File: src/otp_pkg.sv
// shared constants for the output test pattern and gain block
`default_nettype none
package otp_pkg;
   // ---------------------------------------------------------------
   // bus and register map (index; byte address is four times it)
   // ---------------------------------------------------------------
   localparam int         AXI_ADDR_W   = 12;
   localparam logic [9:0] CTRL_IDX     = 10'h14A;
   localparam logic [9:0] PAT_LO_IDX   = 10'h14B;
   localparam logic [9:0] PAT_MID_IDX  = 10'h14C;
   localparam logic [9:0] PAT_HI_IDX   = 10'h14D;
   localparam logic [9:0] GAIN_IDX     = 10'h15B;
   localparam logic [9:0] OUTRES_IDX   = 10'h162;
   localparam logic [9:0] STATUS_IDX   = 10'h16F;
   localparam int         CLKSEL_BIT   = 4;
   localparam int         OUTRES_BIT   = 1;
   localparam logic [7:0] CTRL_RST     = 8'h00;
   localparam logic [7:0] PAT_RST      = 8'h00;
   localparam logic [7:0] GAIN_RST     = 8'h00;
   localparam logic       OUTRES_RST   = 1'h0;
   localparam logic [1:0] RESP_OKAY    = 2'h0;
   localparam logic [1:0] RESP_SLVERR  = 2'h2;
   // ---------------------------------------------------------------
   // pattern codes and widths
   // ---------------------------------------------------------------
   localparam logic [2:0] PAT_OFF         = 3'h0;
   localparam logic [2:0] PAT_RAMP_ONE    = 3'h1;
   localparam logic [2:0] PAT_RAMP_USER   = 3'h2;
   localparam logic [2:0] PAT_STATIC      = 3'h4;
   localparam logic [2:0] PAT_TOGGLE_INV  = 3'h5;
   localparam logic [2:0] PAT_TOGGLE_ZERO = 3'h6;
   localparam int         PAT_W     = 20;
   localparam int         NARROW_W  = 16;
   localparam int         PAD_W     = 12;
   localparam int         OUT_W     = 32;
   localparam int         GAIN_FRAC = 7;

   typedef enum logic [2:0] {
      SEL_NONE, SEL_CTRL, SEL_PAT_LO, SEL_PAT_MID,
      SEL_PAT_HI, SEL_GAIN, SEL_OUTRES, SEL_STATUS
   } reg_sel_t;

   function automatic reg_sel_t reg_decode(input logic [AXI_ADDR_W-1:0] a);
      reg_sel_t s;
      s = SEL_NONE;
      if (a[1:0] != 2'h0) begin
         s = SEL_NONE;
      end else if (a[11:2] == CTRL_IDX) begin
         s = SEL_CTRL;
      end else if (a[11:2] == PAT_LO_IDX) begin
         s = SEL_PAT_LO;
      end else if (a[11:2] == PAT_MID_IDX) begin
         s = SEL_PAT_MID;
      end else if (a[11:2] == PAT_HI_IDX) begin
         s = SEL_PAT_HI;
      end else if (a[11:2] == GAIN_IDX) begin
         s = SEL_GAIN;
      end else if (a[11:2] == OUTRES_IDX) begin
         s = SEL_OUTRES;
      end else if (a[11:2] == STATUS_IDX) begin
         s = SEL_STATUS;
      end
      return s;
   endfunction
endpackage
`default_nettype wire

File: src/pattern_gen.sv
// twenty-bit test pattern generator
`timescale 1ns/10ps
`default_nettype none
module pattern_gen
   import otp_pkg::*;
#(
   parameter int W = PAT_W
) (
   input  wire logic         aclk,
   input  wire logic         aresetn,
   input  wire logic         tick,
   input  wire logic [2:0]   mode,
   input  wire logic [W-1:0] user,
   output logic      [W-1:0] word,
   output logic              word_valid
);
   logic phase;

   // ---------------------------------------------------------------
   // generator
   // ---------------------------------------------------------------
   always_ff @(posedge aclk) begin
      if (!aresetn) begin
         word       <= '0;
         phase      <= 1'b0;
         word_valid <= 1'b0;
      end else begin
         word_valid <= tick && (mode != PAT_OFF);
         if (mode == PAT_OFF) begin
            // ramps restart from zero on the next enable
            word  <= '0;
            phase <= 1'b0;
         end else if (tick) begin
            phase <= ~phase;
            case (mode)
               PAT_RAMP_ONE:    word <= word + W'(1);
               PAT_RAMP_USER:   word <= word + user;
               PAT_STATIC:      word <= user;
               PAT_TOGGLE_INV:  word <= phase ? ~user : user;
               PAT_TOGGLE_ZERO: word <= phase ? '0 : user;
               default:         word <= '0;
            endcase
         end
      end
   end

   // ---------------------------------------------------------------
   // checks
   // ---------------------------------------------------------------
   chk_ramp_unit: assert property (@(posedge aclk) disable iff (!aresetn)
      (tick && mode == PAT_RAMP_ONE) |=> word == W'($past(word) + W'(1)))
      else $error("ramp did not step by one");
   chk_ramp_user: assert property (@(posedge aclk) disable iff (!aresetn)
      (tick && mode == PAT_RAMP_USER) |=> word == W'($past(word) + $past(user)))
      else $error("ramp did not step by user value");
   chk_static_word: assert property (@(posedge aclk) disable iff (!aresetn)
      (tick && mode == PAT_STATIC) |=> word == $past(user) && word_valid)
      else $error("static word differs from user value");
   chk_toggle_inv: assert property (@(posedge aclk) disable iff (!aresetn)
      (tick && mode == PAT_TOGGLE_INV)
      |=> word == ($past(phase) ? ~$past(user) : $past(user)))
      else $error("inverse toggle did not alternate");
   chk_toggle_zero: assert property (@(posedge aclk) disable iff (!aresetn)
      (tick && mode == PAT_TOGGLE_ZERO)
      |=> word == ($past(phase) ? '0 : $past(user)))
      else $error("zero toggle did not alternate");
endmodule
`default_nettype wire

File: src/channel_gain.sv
// channel digital gain, 1 + g/128 with saturation
`timescale 1ns/10ps
`default_nettype none
module channel_gain
   import otp_pkg::*;
#(
   parameter int IN_W = 16,
   parameter int G_W  = 8
) (
   input  wire logic                   aclk,
   input  wire logic                   aresetn,
   input  wire logic                   in_valid,
   input  wire logic signed [IN_W-1:0] in_data,
   input  wire logic signed [G_W-1:0]  gain_code,
   output logic                        out_valid,
   output logic signed      [IN_W-1:0] out_data
);
   localparam int SW = IN_W + G_W;
   localparam logic signed [SW-1:0] HI = SW'((2 ** (IN_W - 1)) - 1);
   localparam logic signed [SW-1:0] LO = -SW'(2 ** (IN_W - 1));
   logic signed [SW-1:0] prod;
   logic signed [SW-1:0] sum;

   always_comb begin
      prod = SW'(in_data) * SW'(gain_code);
      sum  = SW'(in_data) + (prod >>> GAIN_FRAC);
   end

   always_ff @(posedge aclk) begin
      if (!aresetn) begin
         out_valid <= 1'b0;
         out_data  <= '0;
      end else begin
         out_valid <= in_valid;
         if (in_valid) begin
            // clip instead of wrapping at full-scale gain
            if (sum > HI) begin
               out_data <= HI[IN_W-1:0];
            end else if (sum < LO) begin
               out_data <= LO[IN_W-1:0];
            end else begin
               out_data <= sum[IN_W-1:0];
            end
         end
      end
   end

   chk_gain_unity: assert property (@(posedge aclk) disable iff (!aresetn)
      (in_valid && gain_code == '0) |=> out_valid && out_data == $past(in_data))
      else $error("zero gain code altered the sample");
endmodule
`default_nettype wire

File: src/output_test_pattern_and_gain.sv
// output test pattern and channel gain with axi4-lite registers
//
// Design decision made here: the AXI4-Lite register port.
`timescale 1ns/10ps
`default_nettype none
module output_test_pattern_and_gain
   import otp_pkg::*;
#(
   parameter int SAMPLE_W = 16
) (
   input  wire logic                  aclk,
   input  wire logic                  aresetn,
   input  wire logic [AXI_ADDR_W-1:0] awaddr,
   input  wire logic                  awvalid,
   output logic                       awready,
   input  wire logic [31:0]           wdata,
   input  wire logic [3:0]            wstrb,
   input  wire logic                  wvalid,
   output logic                       wready,
   output logic [1:0]                 bresp,
   output logic                       bvalid,
   input  wire logic                  bready,
   input  wire logic [AXI_ADDR_W-1:0] araddr,
   input  wire logic                  arvalid,
   output logic                       arready,
   output logic [31:0]                rdata,
   output logic [1:0]                 rresp,
   output logic                       rvalid,
   input  wire logic                  rready,
   input  wire logic                  sample_tick,
   input  wire logic [SAMPLE_W-1:0]   sample_data,
   input  wire logic                  dec_tick,
   output logic [OUT_W-1:0]           out_word,
   output logic                       out_valid,
   output logic                       pattern_active
);
   // ---------------------------------------------------------------
   // register state
   // ---------------------------------------------------------------
   logic [2:0]            pattern_select;
   logic                  pattern_clk_sel;
   logic [7:0]            pat_lo;
   logic [7:0]            pat_mid;
   logic [3:0]            pat_hi;
   logic [7:0]            channel_gain_code;
   logic                  output_width_select;
   logic [PAT_W-1:0]      user_pattern_value;

   // ---------------------------------------------------------------
   // bus holding state
   // ---------------------------------------------------------------
   logic [AXI_ADDR_W-1:0] aw_addr;
   logic                  aw_held;
   logic [31:0]           w_data;
   logic [3:0]            w_strb;
   logic                  w_held;
   logic                  do_write;
   reg_sel_t              wr_sel;
   reg_sel_t              rd_sel;
   logic [31:0]           rd_value;

   // ---------------------------------------------------------------
   // datapath nets
   // ---------------------------------------------------------------
   logic                  gen_tick;
   logic [PAT_W-1:0]      pat_word;
   logic                  pat_valid;
   logic [SAMPLE_W-1:0]   gain_data;
   logic                  gain_valid;

   assign user_pattern_value = {pat_hi, pat_mid, pat_lo};

   // ---------------------------------------------------------------
   // write channel
   // ---------------------------------------------------------------
   // address and data may arrive in either order; the write lands
   // on the edge that raises bvalid
   always_comb begin
      wr_sel   = reg_decode(aw_addr);
      do_write = aw_held && w_held && !bvalid;
   end

   always_ff @(posedge aclk) begin
      if (!aresetn) begin
         awready <= 1'b1;
         wready  <= 1'b1;
         aw_held <= 1'b0;
         w_held  <= 1'b0;
         aw_addr <= '0;
         w_data  <= '0;
         w_strb  <= '0;
         bvalid  <= 1'b0;
         bresp   <= RESP_OKAY;
      end else begin
         if (awvalid && awready) begin
            aw_addr <= awaddr;
            aw_held <= 1'b1;
            awready <= 1'b0;
         end
         if (wvalid && wready) begin
            w_data <= wdata;
            w_strb <= wstrb;
            w_held <= 1'b1;
            wready <= 1'b0;
         end
         if (do_write) begin
            bvalid  <= 1'b1;
            bresp   <= (wr_sel == SEL_NONE || wr_sel == SEL_STATUS) ?
                       RESP_SLVERR : RESP_OKAY;
            aw_held <= 1'b0;
            w_held  <= 1'b0;
         end
         if (bvalid && bready) begin
            bvalid  <= 1'b0;
            awready <= 1'b1;
            wready  <= 1'b1;
         end
      end
   end

   // ---------------------------------------------------------------
   // register writes
   // ---------------------------------------------------------------
   // only byte lane zero carries register data; other lanes ignored
   always_ff @(posedge aclk) begin
      if (!aresetn) begin
         pattern_select      <= CTRL_RST[2:0];
         pattern_clk_sel     <= CTRL_RST[CLKSEL_BIT];
         pat_lo              <= PAT_RST;
         pat_mid             <= PAT_RST;
         pat_hi              <= PAT_RST[3:0];
         channel_gain_code   <= GAIN_RST;
         output_width_select <= OUTRES_RST;
      end else if (do_write && w_strb[0]) begin
         case (wr_sel)
            SEL_CTRL: begin
               // reserved bits are dropped, so they read back as zero
               pattern_select  <= w_data[2:0];
               pattern_clk_sel <= w_data[CLKSEL_BIT];
            end
            SEL_PAT_LO:  pat_lo              <= w_data[7:0];
            SEL_PAT_MID: pat_mid             <= w_data[7:0];
            SEL_PAT_HI:  pat_hi              <= w_data[3:0];
            SEL_GAIN:    channel_gain_code   <= w_data[7:0];
            SEL_OUTRES:  output_width_select <= w_data[OUTRES_BIT];
            default: begin
            end
         endcase
      end
   end

   // ---------------------------------------------------------------
   // read channel
   // ---------------------------------------------------------------
   always_comb begin
      rd_sel   = reg_decode(araddr);
      rd_value = 32'h00000000;
      case (rd_sel)
         SEL_CTRL: begin
            rd_value[2:0]        = pattern_select;
            rd_value[CLKSEL_BIT] = pattern_clk_sel;
         end
         SEL_PAT_LO:  rd_value[7:0] = pat_lo;
         SEL_PAT_MID: rd_value[7:0] = pat_mid;
         SEL_PAT_HI:  rd_value[3:0] = pat_hi;
         SEL_GAIN:    rd_value[7:0] = channel_gain_code;
         SEL_OUTRES:  rd_value[OUTRES_BIT] = output_width_select;
         SEL_STATUS: begin
            rd_value[PAT_W-1:0] = pat_word;
            rd_value[PAT_W]     = pattern_active;
         end
         default: rd_value = 32'h00000000;
      endcase
   end

   always_ff @(posedge aclk) begin
      if (!aresetn) begin
         arready <= 1'b1;
         rvalid  <= 1'b0;
         rdata   <= 32'h00000000;
         rresp   <= RESP_OKAY;
      end else begin
         if (arvalid && arready) begin
            arready <= 1'b0;
            rvalid  <= 1'b1;
            rdata   <= rd_value;
            rresp   <= (rd_sel == SEL_NONE) ? RESP_SLVERR : RESP_OKAY;
         end
         if (rvalid && rready) begin
            rvalid  <= 1'b0;
            arready <= 1'b1;
         end
      end
   end

   // ---------------------------------------------------------------
   // generator and gain
   // ---------------------------------------------------------------
   // both tick inputs are same-clock enables, so no synchroniser
   assign gen_tick = pattern_clk_sel ? dec_tick : sample_tick;

   pattern_gen #(
      .W          (PAT_W)
   ) u_pattern_gen (
      .aclk       (aclk),
      .aresetn    (aresetn),
      .tick       (gen_tick),
      .mode       (pattern_select),
      .user       (user_pattern_value),
      .word       (pat_word),
      .word_valid (pat_valid)
   );

   channel_gain #(
      .IN_W      (SAMPLE_W),
      .G_W       (8)
   ) u_channel_gain (
      .aclk      (aclk),
      .aresetn   (aresetn),
      .in_valid  (sample_tick),
      .in_data   (sample_data),
      .gain_code (channel_gain_code),
      .out_valid (gain_valid),
      .out_data  (gain_data)
   );

   // ---------------------------------------------------------------
   // output formatter
   // ---------------------------------------------------------------
   // pattern and sample paths both carry one register stage, so the
   // switch between them needs no realignment
   always_ff @(posedge aclk) begin
      if (!aresetn) begin
         out_word       <= '0;
         out_valid      <= 1'b0;
         pattern_active <= 1'b0;
      end else begin
         pattern_active <= (pattern_select != PAT_OFF);
         out_valid      <= 1'b0;
         if (pat_valid) begin
            out_valid <= 1'b1;
            if (output_width_select) begin
               out_word <= {pat_word, PAD_W'(0)};
            end else begin
               out_word <= OUT_W'(pat_word[PAT_W-1 -: NARROW_W]);
            end
         end else if (pattern_select == PAT_OFF && gain_valid) begin
            out_valid <= 1'b1;
            if (output_width_select) begin
               out_word <= {gain_data, (OUT_W - SAMPLE_W)'(0)};
            end else begin
               out_word <= OUT_W'(gain_data);
            end
         end
      end
   end

   // ---------------------------------------------------------------
   // checks
   // ---------------------------------------------------------------
   chk_off_passes: assert property (@(posedge aclk) disable iff (!aresetn)
      (gain_valid && pattern_select == PAT_OFF && !pat_valid
       && !output_width_select)
      |=> out_valid && out_word == OUT_W'($past(gain_data)))
      else $error("samples not passed with generator off");
   chk_pattern_blocks: assert property (@(posedge aclk) disable iff (!aresetn)
      (pattern_select != PAT_OFF && !pat_valid) |=> !out_valid)
      else $error("sample leaked while pattern active");
   chk_narrow_trunc: assert property (@(posedge aclk) disable iff (!aresetn)
      (pat_valid && !output_width_select)
      |=> out_word == OUT_W'($past(pat_word[PAT_W-1 -: NARROW_W])))
      else $error("narrow output not the top sixteen bits");
   chk_wide_pad: assert property (@(posedge aclk) disable iff (!aresetn)
      (pat_valid && output_width_select)
      |=> out_word[PAD_W-1:0] == '0 && out_word[OUT_W-1:PAD_W] == $past(pat_word))
      else $error("wide output not zero padded");
   chk_clock_select: assert property (@(posedge aclk) disable iff (!aresetn)
      (pattern_select != PAT_OFF && (pattern_clk_sel ? dec_tick : sample_tick))
      |=> pat_valid ##1 out_valid)
      else $error("generator ignored the selected tick");
   chk_high_nibble: assert property (@(posedge aclk) disable iff (!aresetn)
      (arvalid && arready && reg_decode(araddr) == SEL_PAT_HI)
      |=> rvalid && rdata[31:4] == '0)
      else $error("upper bits of pattern high byte not zero");
   chk_write_resp: assert property (@(posedge aclk) disable iff (!aresetn)
      (awvalid && awready && wvalid && wready) |-> ##2 bvalid)
      else $error("write response late");

   // ---------------------------------------------------------------
   // bus answer, formatter, reset and generator tick checks
   // ---------------------------------------------------------------
   // reset check runs without disable so that it sees the reset edge
   // tick checks catch a generator stepping on the unselected rate
   chk_read_take: assert property (@(posedge aclk) disable iff (!aresetn)
      (arvalid && arready) |=> rvalid && !arready)
      else $error("read not answered after address taken");
   chk_status_read: assert property (@(posedge aclk) disable iff (!aresetn)
      (arvalid && arready && reg_decode(araddr) == SEL_STATUS)
      |=> rvalid && rdata[PAT_W] == $past(pattern_active))
      else $error("status read lost the active flag");
   chk_write_refused: assert property (@(posedge aclk) disable iff (!aresetn)
      (do_write && wr_sel == SEL_STATUS) |=> bvalid && bresp == RESP_SLVERR)
      else $error("status write not refused");
   chk_read_unmapped: assert property (@(posedge aclk) disable iff (!aresetn)
      (arvalid && arready && reg_decode(araddr) == SEL_NONE)
      |=> rresp == RESP_SLVERR && rdata == '0)
      else $error("unmapped read not refused");
   chk_reset_off: assert property (@(posedge aclk)
      !aresetn |=> pattern_select == PAT_OFF && !out_valid && !pattern_active)
      else $error("generator not off after reset");
   chk_off_idle: assert property (@(posedge aclk) disable iff (!aresetn)
      (pattern_select == PAT_OFF && !pat_valid && !gain_valid) |=> !out_valid)
      else $error("word emitted with nothing to send");
   chk_wide_sample: assert property (@(posedge aclk) disable iff (!aresetn)
      (gain_valid && pattern_select == PAT_OFF && !pat_valid && output_width_select)
      |=> out_valid && out_word == {$past(gain_data), (OUT_W - SAMPLE_W)'(0)})
      else $error("wide sample not left aligned");
   chk_dec_only: assert property (@(posedge aclk) disable iff (!aresetn)
      (pattern_select != PAT_OFF && pattern_clk_sel && !dec_tick) |=> !pat_valid)
      else $error("generator stepped without decimation tick");
   chk_sample_only: assert property (@(posedge aclk) disable iff (!aresetn)
      (pattern_select != PAT_OFF && !pattern_clk_sel && !sample_tick) |=> !pat_valid)
      else $error("generator stepped without sample tick");
endmodule
`default_nettype wire

File: config.mk
export PLATFORM = sky130hd
export DESIGN_NAME = output_test_pattern_and_gain
export DESIGN_NICKNAME = d
export VERILOG_FILES = /design/src/otp_pkg.sv /design/src/pattern_gen.sv /design/src/channel_gain.sv /design/src/output_test_pattern_and_gain.sv
export SDC_FILE = /design/constraint.sdc
export NUM_CORES = 1
export LEC_CHECK = 0
export ABC_AREA = 1
export CORE_UTILIZATION = 65
export DETAILED_ROUTE_END_ITERATION = 8
export DONT_BUFFER_PORTS = 1
export PLACE_DENSITY = 0.86
export SLEW_MARGIN = 20
export SYNTH_ARGS = -nofsm -noshare
export SYNTH_HDL_FRONTEND = slang
export SYNTH_SLANG_ARGS = --single-unit
File: constraint.sdc
create_clock -name aclk -period 9.17 [get_ports aclk]
set_clock_uncertainty 0.2 [all_clocks]
set_input_delay 0.917 -clock aclk [delete_from_list [all_inputs] [get_ports aclk]]
set_output_delay 0.917 -clock aclk [all_outputs]
set_load 0.02 [all_outputs]
Yosys cells after proc, flatten, opt, wreduce, memory -nomap -nowiden --
Cells that the tools add are included.
Word-level totals: flip-flop bits (word level) 159, logic and storage cells 136, bits of input ports 85, output and inout port bits 75
Operators by class: equality and inequality tests 33, multiplexer cells 37, reduce and logical (&&, ||, !) cells 29, multiply operators 1, bitwise logic cells 3, $lt $le $gt $ge 2, add/sub/neg operators 3
Operator list (number):
- $eq A10 B9 Y1 const B | 14
- $mux W32 | 4
- $pmux W20 S5 | 1
- $mux W3 | 16
- $mux W20 | 2
- $eq A3 B3 Y1 const B | 11
- $mux W16 | 2
- $gt A24 B16 Y1 const B | 1
- $lt A24 B16 Y1 const B | 1
- $mul A16 B8 Y24 | 1
- $add A20 B1 Y20 const B | 1
- $add A20 B20 Y20 | 1
- $not A20 Y20 | 1
- $add A16 B17 Y18 | 1
- $eq A3 B2 Y1 const B | 5
- $mux W13 | 1
- $pmux W1 S6 | 2
- $pmux W3 S4 | 1
- $reduce_and A2 Y1 | 6
- $logic_and A1 B1 Y1 | 10
- $pmux W1 S5 | 2
- $eq A3 B1 Y1 const B | 3
- $logic_not A3 Y1 | 3
- $reduce_or A2 Y1 | 4
- 8 further kinds | 14

Logic depth before layout (Yosys ltp) --
Gate-level depths: netlist of the first run.
word-level depth 12, gate-level depth with buffers 37, depth with buffers taken out 35

By module --
From an unflattened synthesis of the first run, not the netlist that was laid out.
Second synthesis, totals: cells, all modules 2203, area total of the unflattened synthesis 15018.2 µm²
Modules (own cells, without submodules):
- channel_gain | seq. area each 340.3 µm², cells an instance 937, area an instance 6521.3 µm², instances 1
- output_test_pattern_and_gain | seq. area each 2362.3 µm², cells an instance 778, area an instance 5574.1 µm², instances 1
- pattern_gen | seq. area each 440.4 µm², cells an instance 488, area an instance 2922.8 µm², instances 1

Worst setup path after synthesis of the first run --
No wires, ideal clock.
path kind input port to flip-flop, start input port sample_data[1], end register u_channel_gain.out_data[4], data arrival time 6407 ps, library setup time 119 ps, slack 2444 ps, cell stages on the path 29, data required time 8851 ps, buffers on the path 2, cell sequence clkbuf_1 > nor2_1 > fa_1 > fa_1 > fa_1 > inv_1 > fa_1 > inv_1 > ha_1 > a21oi_1 > o21ai_0 > a21oi_1 > inv_1 > a21oi_1 > inv_1 > a21oi_1 > o21ai_0 > xor2_1 > ha_1 > a21o_1 > a21oi_1 > nor2_1 > nor2_1 > nand3_1 > nand2_2 > inv_1 > a21oi_2 > buf_6 > a21oi_1
Between the ends: longest elaborated chain between the ends 5, elaborated cells on any way between the ends 6, those cells by class 1 x add/sub; 1 x mul; 2 x order compare; 2 x mux
Ends and longest elaborated chain:
- from (decl) | line output_test_pattern_and_gain.sv:31 | input wire logic [SAMPLE_W-1:0] sample_data,
- $mul A16 B8 Y24 | line channel_gain.sv:25 | prod = SW'(in_data) * SW'(gain_code);
- $add A16 B17 Y18 (*) | line channel_gain.sv:26 | sum = SW'(in_data) + (prod >>> GAIN_FRAC);
- $lt A24 B16 Y1 | line channel_gain.sv:39 | end else if (sum < LO) begin
- $mux W16 | line channel_gain.sv:39
- $mux W16 (*) | line channel_gain.sv:37 | if (sum > HI) begin
- to (signal assigned) | line channel_gain.sv:38 | out_data <= HI[IN_W-1:0];
- to (signal assigned) | line channel_gain.sv:40 | out_data <= LO[IN_W-1:0];
- to (signal assigned) | line channel_gain.sv:42 | out_data <= sum[IN_W-1:0];
- to (decl) | line channel_gain.sv:16 | output logic signed [IN_W-1:0] out_data
Mark *: on every way between the ends. The rest lies on a longest branch, timed or not. A chain may end at the register's enable or synchronous reset.

Worst setup path after layout of the first run --
start register channel_gain_code[7], end register u_channel_gain.out_data[8]
Between the ends: longest elaborated chain between the ends 5, elaborated cells on any way between the ends 6, those cells by class 1 x add/sub; 1 x mul; 2 x order compare; 2 x mux
Ends and longest elaborated chain:
- from (decl) | line output_test_pattern_and_gain.sv:45 | logic [7:0] channel_gain_code;
- from (signal assigned) | line output_test_pattern_and_gain.sv:144 | SEL_GAIN: channel_gain_code <= w_data[7:0];
- $mul A16 B8 Y24 (*) | line channel_gain.sv:25
- $add A16 B17 Y18 (*) | line channel_gain.sv:26
- $lt A24 B16 Y1 | line channel_gain.sv:39
- $mux W16 | line channel_gain.sv:39
- $mux W16 (*) | line channel_gain.sv:37
Marks and branches as above.

==> reports/summary.txt, run 1 <==
outcome -> completed
die area -> 22870 sq um
worst skew pair latency -> 0.43 ns
# DRC -> 0
first-pass GRT wire length -> 62.14 mm
Final min period -> 7.447 ns
Detail Route Antenna Nets -> 0
worst min path class -> register to register
post-synth cell types -> 51
Cells after Synth -> 2139
Post-Layout Cell Count -> 2372
CP Buf/Inv Count -> 5
CP arrival -> 7.62 ns
root buf cell -> clkbuf_16
DR WL/cell -> 16.16 um
Rows -> 54
critical path type -> register to register
Area Overhead vs Synth -> 4.253%
part of the cycle the worst path needs -> 0.8121
Hold Crit Depth -> 2
post-place setup slack -> 1.791 ns
diode count -> 0
CTS tree -> built
Worst Path Max Fanout -> 18
largest net degree at the start of global routing -> 78
dpl hpwl -> 29.60 mm
DRT Pass-1 Iters -> 6
final worst setup slack -> 1.723 ns
CTS max path bufs -> 2
initial antenna violation count -> 0
placed instance area -> 14470 sq um
initial DRC count -> 1057
DR vias/cell -> 5.634
CP max stage delay -> 0.59 ns
die width -> 151.2 um
Clock Sinks -> 157
Synth Cell Area -> 14470 sq um
Flop pwr share -> 0.465
Slew HR -> 0.3735
port bufs -> 0
post-route total power -> 1.565 mW
critical path's slowest cell -> clkinv_1
setup TNS -> 0 ns
initial core utilization -> 0.6632
synth warn -> 0
number of setup buffers added after CTS -> 0
CP startpoint kind -> register
final number of setup-violating endpoints -> 0
Peak VDD IR -> 86.32 uV
area of the multi-input gates -> 9552 sq um
NetSw -> 439.0 uW
via count -> 13364
DIE HEIGHT -> 151.2 um
layout cells sized above 1 -> 0.05019
sw frac -> 0.2805
cts bufs inserted -> 17
Detailed Route WL -> 38.34 mm
Top Family by Delay on Critical Path -> adder cells
Post-synth ARST share -> 0
unrepaired setup endpoints after global routing -> false
Critical Path RT -> 9.34 ns
CORE AREA -> 21820 sq um
combinational share of power -> 0.067
Internal Power -> 1.126 mW
Max Freq -> 134.3 MHz
placed insts -> 2340
vias in the first global route -> 13140
kind of end point of the critical path -> register
I/O pin total -> 160
CTS Hold Bufs -> 0
Fillers -> 1900
syn_area_per_cell -> 6.767 sq um
Post-CTS Resized -> 0
final hold violation count -> 0
reg2reg path depth -> 29
Max-cap violations -> 0
FF+latch area -> 3143 sq um
gr usage total -> 0.3479
GPL Wtd Cong -> 0.9678
Tightest Pin Transition -> 0.9385 ns
Pwr per Cell Area -> 103.7 nW/um^2
H-tree levels -> 4
FF+latch count, synth -> 157
P_leak -> 7.698 nW
gr ovfl total -> 0
max-slew violations -> 0
Clock Power Share -> 0.468
register area share after synthesis -> 0.2172
number of flops mapped to enable cells by yosys -> 0
clock-pin slew on the worst setup and hold paths -> 0.08 ns
fin area -> 15090 sq um
Final nets -> 2367
stages on the worst setup path -> 29
top_reg_cell synth -> dfxtp_1
[area by class of cell]
class,count,share of cell area
repair buffers,7,0.003483
multi-input cells,1530,0.6330
inverters,366,0.09104
well taps,280,0.02322
clock buffers,17,0.02819
clock inverters,15,0.01277
flip-flops and latches,157,0.2083
[registers in the layout, indices dropped and copies added, names as in the netlist, 3 cells and up]
signal                   cells
out_word                    32
rdata                       21
u_pattern_gen.word          20
u_channel_gain.out_data     16
aw_addr                     12
channel_gain_code            8
pat_lo                       8
pat_mid                      8
w_data                       8
pat_hi                       4
pattern_select               3
[cells by family (layout without fill, tap and decap cells)]
family / count (synthesis) / count (layout) / share of synthesized area
flip-flops: 157 / 157 / 0.2172
AO/OA/AOI/OAI: 353 / 353 / 0.1334
XOR/XNOR: 36 / 36 / 0.02178
multiplexers: 1 / 1 / 0.0006916
adder cells (fa/ha/maj): 203 / 203 / 0.2289
AND/OR/NAND/NOR: 924 / 924 / 0.2715
other: 1 / 13 / 0.0002591
buffers and inverters: 464 / 405 / 0.1263
[stage by stage]
| stage | hold WS [ns] | util |
|---|---|---|
| floorplan | 0.2294 | - |
| detailed placement | 0.2431 | 0.6631 |
| CTS | 0.2536 | 0.6914 |
| global route | 0.2963 | 0.6914 |
| finish | 0.2555 | 0.6914 |
| global placement | 0.2372 | 0.6631 |
[worst reg2reg max path: cells and delay by family, from the launching register on]
family	cells	cell delay (ns)
AND/OR/NAND/NOR	7	1.04
adder cells (fa/ha/maj)	6	2.74
flip-flops	1	0.35
XOR/XNOR	1	0.17
buffers and inverters	5	0.84
AO/OA/AOI/OAI	10	2.05
[power by group through the flow]
stage	registers [mW]	logic, mW	clock network (mW)
after global routing	0.729	0.119	0.762
after CTS	0.726	0.104	0.729
after floorplan	0.735	0.0990	0
final	0.727	0.105	0.733
after global placement	0.741	0.100	0
after detailed placement	0.742	0.103	0
[Yosys cell counts, types with 13 or more instances]
cell / count / area (sq um)
nand2_1: 496 / 1862
inv_1: 352 / 1321
nor2_1: 218 / 818.3
a21oi_1: 176 / 880.8
dfxtp_1: 157 / 3143
nand3_1: 123 / 615.6
o21ai_0: 112 / 560.5
fa_1: 103 / 2062
ha_1: 100 / 1251
clkbuf_1: 70 / 262.8
xor2_1: 23 / 201.4
nand4_1: 20 / 125.1
buf_4: 15 / 112.6
xnor2_1: 13 / 113.9
[worst paths after layout]
kind	startpoint	to	slack (ns)
max	channel_gain_code[7]	u_channel_gain.out_data[8]	1.72
max reg2reg	channel_gain_code[7]	u_channel_gain.out_data[8]	1.72
min reg2reg	w_strb[0]	w_strb[0]	0.26
min	w_strb[0]	w_strb[0]	0.26
[per-layer routing]
| metal | vias to the layer above | global-route usage | share of wire |
|---|---|---|---|
| li1 | 6572 | - | - |
| met1 | 6159 | 0.4078 | 0.39 |
| met2 | 512 | 0.6030 | 0.49 |
| met3 | 121 | 0.06837 | 0.072 |
| met4 | 0 | 0.1735 | 0.046 |
| met5 | - | 0 | 0 |
[cell usage in the layout (no fill, tap or decap), types with 17 or more instances in the layout]
cell       synthesis  final
nand2_1          496    496
inv_1            352    351
nor2_1           218    218
a21oi_1          176    175
dfxtp_1          157    157
nand3_1          123    123
o21ai_0          112    111
fa_1             103    103
ha_1             100    100
xor2_1            23     23
nand4_1           20     20
clkbuf_16          0     17
Note: power is estimated with default switching activity, not from simulation.
==> run 2, diff against run 1 <==
--- a/config.mk
+++ b/config.mk
@@ -6,10 +6,10 @@
 export NUM_CORES = 1
 export LEC_CHECK = 0
 export ABC_AREA = 1
-export CORE_UTILIZATION = 65
+export CORE_UTILIZATION = 60
 export DETAILED_ROUTE_END_ITERATION = 8
 export DONT_BUFFER_PORTS = 1
-export PLACE_DENSITY = 0.86
+export PLACE_DENSITY = 0.84
 export SLEW_MARGIN = 20
 export SYNTH_ARGS = -nofsm -noshare
 export SYNTH_HDL_FRONTEND = slang
==> constraint.sdc (replaced) <==
create_clock -name aclk -period 6.5 [get_ports aclk]
set_clock_uncertainty 0.2 [all_clocks]
set_input_delay 0.65 -clock aclk [delete_from_list [all_inputs] [get_ports aclk]]
set_output_delay 0.65 -clock aclk [all_outputs]
set_load 0.02 [all_outputs]
==> run 2 against run 1 <==
Worst hold slack worse by 0.15 ns. Critical path depth shrank 2. First-iteration DRC count increased by 18%. Sequential cell count unchanged. Sequential power rose by 42%. Power is 41% higher. Global-route usage down 2.6 points. Die area rose by 8.2%. Combinational power grew 48%. Via count up 3.3%. Non-clock buffer count increased by 19. Critical endpoint is now u_channel_gain.out_data[12]. Largest cell class unchanged. Largest power group is now sequential cells.
==> reports/summary.txt, run 2 (synthesized netlist as in run 1, its figures left out) <==
outcome -> completed
final hold violation count -> 0 (unchanged)
gr usage total -> 0.3217 (-0.02615)
Final min period -> 6.147 ns (-1.300 ns)
GPL Wtd Cong -> 1.008 (+4.2%)
Fillers -> 2063 (+8.6%)
critical path's slowest cell -> fa_1
Worst Setup EP -> u_channel_gain.out_data[12]
Max Freq -> 162.7 MHz (+21%)
die area -> 24750 sq um (+8.2%)
Max-cap violations -> 0 (unchanged)
dpl hpwl -> 29.54 mm (-0.20%)
DR vias/cell -> 5.683 (+0.87%)
reg2reg path depth -> 27 (-6.9%)
Crit Reg-Reg Endpoint -> u_channel_gain.out_data[12]
vias in the first global route -> 13108 (-0.24%)
# DRC -> 0 (unchanged)
max reg flops -> 32 (unchanged)
first-pass GRT wire length -> 62.81 mm (+1.1%)
initial core utilization -> 0.6148 (-0.04843)
CP startpoint kind -> register
fin area -> 15440 sq um (+2.3%)
die width -> 157.3 um (+4.0%)
DRT Pass-1 Iters -> 5 (-1)
Slew HR -> 0.2611 (-0.1123)
cts bufs inserted -> 17 (unchanged)
final number of setup-violating endpoints -> 0 (unchanged)
CTS max path bufs -> 2 (unchanged)
Area Overhead vs Synth -> 6.700%
Critical Path RT -> 6.63 ns (-2.71 ns)
largest net degree at the start of global routing -> 78 (unchanged)
Tightest Pin Transition -> 1.106 ns (+0.1671 ns)
part of the cycle the worst path needs -> 0.9457 (+0.1336)
setup TNS -> 0 ns (unchanged)
Final nets -> 2386 (+0.80%)
Worst Path Max Fanout -> 17 (-1)
kind of end point of the critical path -> register
reg2reg start -> channel_gain_code[7]
commonest non-fill, non-tap cell in the layout -> nand2_1
max-slew violations -> 0 (unchanged)
P_leak -> 7.824 nW (+1.6%)
Detail Route Antenna Nets -> 0 (unchanged)
DIE HEIGHT -> 157.3 um (+4.0%)
H-tree levels -> 4 (unchanged)
placed insts -> 2396 (+2.4%)
I/O pin total -> 160 (unchanged)
via count -> 13810 (+3.3%)
CP max stage delay -> 0.54 ns (-0.05 ns)
initial antenna violation count -> 1 (+1)
worst skew pair latency -> 0.44 ns (about the same)
CP arrival -> 6.28 ns (-1.34 ns)
DR WL/cell -> 16.00 um (-0.99%)
layout cells sized above 1 -> 0.07342 (+0.02323)
critical path type -> register to register
placed instance area -> 14670 sq um (+1.4%)
root buf cell -> clkbuf_16
gr ovfl total -> 0 (unchanged)
Top reg by flops -> out_word
initial DRC count -> 1249 (+18%)
clock-pin slew on the worst setup and hold paths -> 0.07 ns (about the same)
CTS tree -> built
Pwr per Cell Area -> 142.8 nW/um^2 (+38%)
Peak VDD IR -> 186.3 uV (+120%)
worst min path class -> primary input to register
CORE AREA -> 23540 sq um (+7.9%)
largest registers -> out_word x32, rdata x21, u_pattern_gen.word x20
diode count -> 0 (unchanged)
highest-count cells in the layout ignoring fill and taps -> nand2_1 (495), inv_1 (351), nor2_1 (210)
CP startpoint -> channel_gain_code[7]
Rows -> 56 (+3.7%)
R2R setup slack -> 0.35 ns (-1.37 ns)
port bufs -> 0 (unchanged)
Detailed Route WL -> 38.89 mm (+1.4%)
Post-Layout Cell Count -> 2430 (+2.4%)
Clock Sinks -> 157 (unchanged)
[run 2: area by class of cell]
type	instances	area [sq um]	share of cell area
Clock buffer	17	425.4	0.02755
Sequential cell	157	3149	0.2039
Timing Repair Buffer	26	239.0	0.01547
Tap cell	319	399.1	0.02584
Multi-Input combinational cell	1530	9673	0.6263
Inverter	366	1374	0.08896
Clock inverter	15	183.9	0.01191
[run 2: worst min-delay path by stage]
| stage | cells past startpoint | slack, ns | to | start |
|---|---|---|---|---|
| final | 2 | 0.11 | u_channel_gain.out_valid | sample_tick |
| after global routing | 2 | 0.11 | u_channel_gain.out_valid | sample_tick |
| after CTS | 2 | 0.11 | u_channel_gain.out_valid | sample_tick |
| after detailed placement | 2 | 0.26 | aw_held | aw_held |
| after global placement | 2 | 0.24 | aw_held | aw_held |
| after floorplan | 2 | 0.23 | aw_held | aw_held |
[run 2: power breakdown]
part | leakage [nW] | total, mW | internal [mW] | switching (mW)
clock | 0.299 | 1.02 | 0.527 | 0.497
sequential | 1.28 | 1.03 | 0.990 | 0.0357
combinational | 6.25 | 0.155 | 0.0442 | 0.111
[run 2: per-stage QoR]
step	hold WS, ns	util	power [mW]	setup WS (ns)
final	0.1083	0.6560	2.205	0.3529
after detailed placement	0.2552	0.6232	1.196	-0.01886
after CTS	0.1060	0.6491	2.202	0.09898
after global placement	0.2400	0.6232	1.191	0.1024
after floorplan	0.2294	-	1.177	0.04080
after global routing	0.1147	0.6560	2.270	-0.02297
[run 2: worst max-delay path, delay by kind of cell, from the launching register on]
family / cells / cell delay (ns)
AOI/OAI and AO/OA: 5 / 0.69
xor gates and xnor gates: 1 / 0.16
adders and majority gates: 6 / 2.65
buffers and inverters: 7 / 0.69
DFF: 1 / 0.36
and+or+nand+nor: 8 / 1.26
[run 2: what timing repair did]
action	4_1_cts	5_1_grt
hold buffers	0	0
buffers inserted	0	2
resized for setup	0	40
setup endpoints to repair	0	16
[run 2: routing by layer]
| metal | vias to the layer above | part of all wire | GRT usage |
|---|---|---|---|
| met1 | 6448 | 0.39 | 0.3813 |
| li1 | 6614 | - | - |
| met3 | 155 | 0.072 | 0.05094 |
| met2 | 591 | 0.49 | 0.5598 |
| met4 | 2 | 0.054 | 0.1687 |
| met5 | - | 0.00028 | 0 |
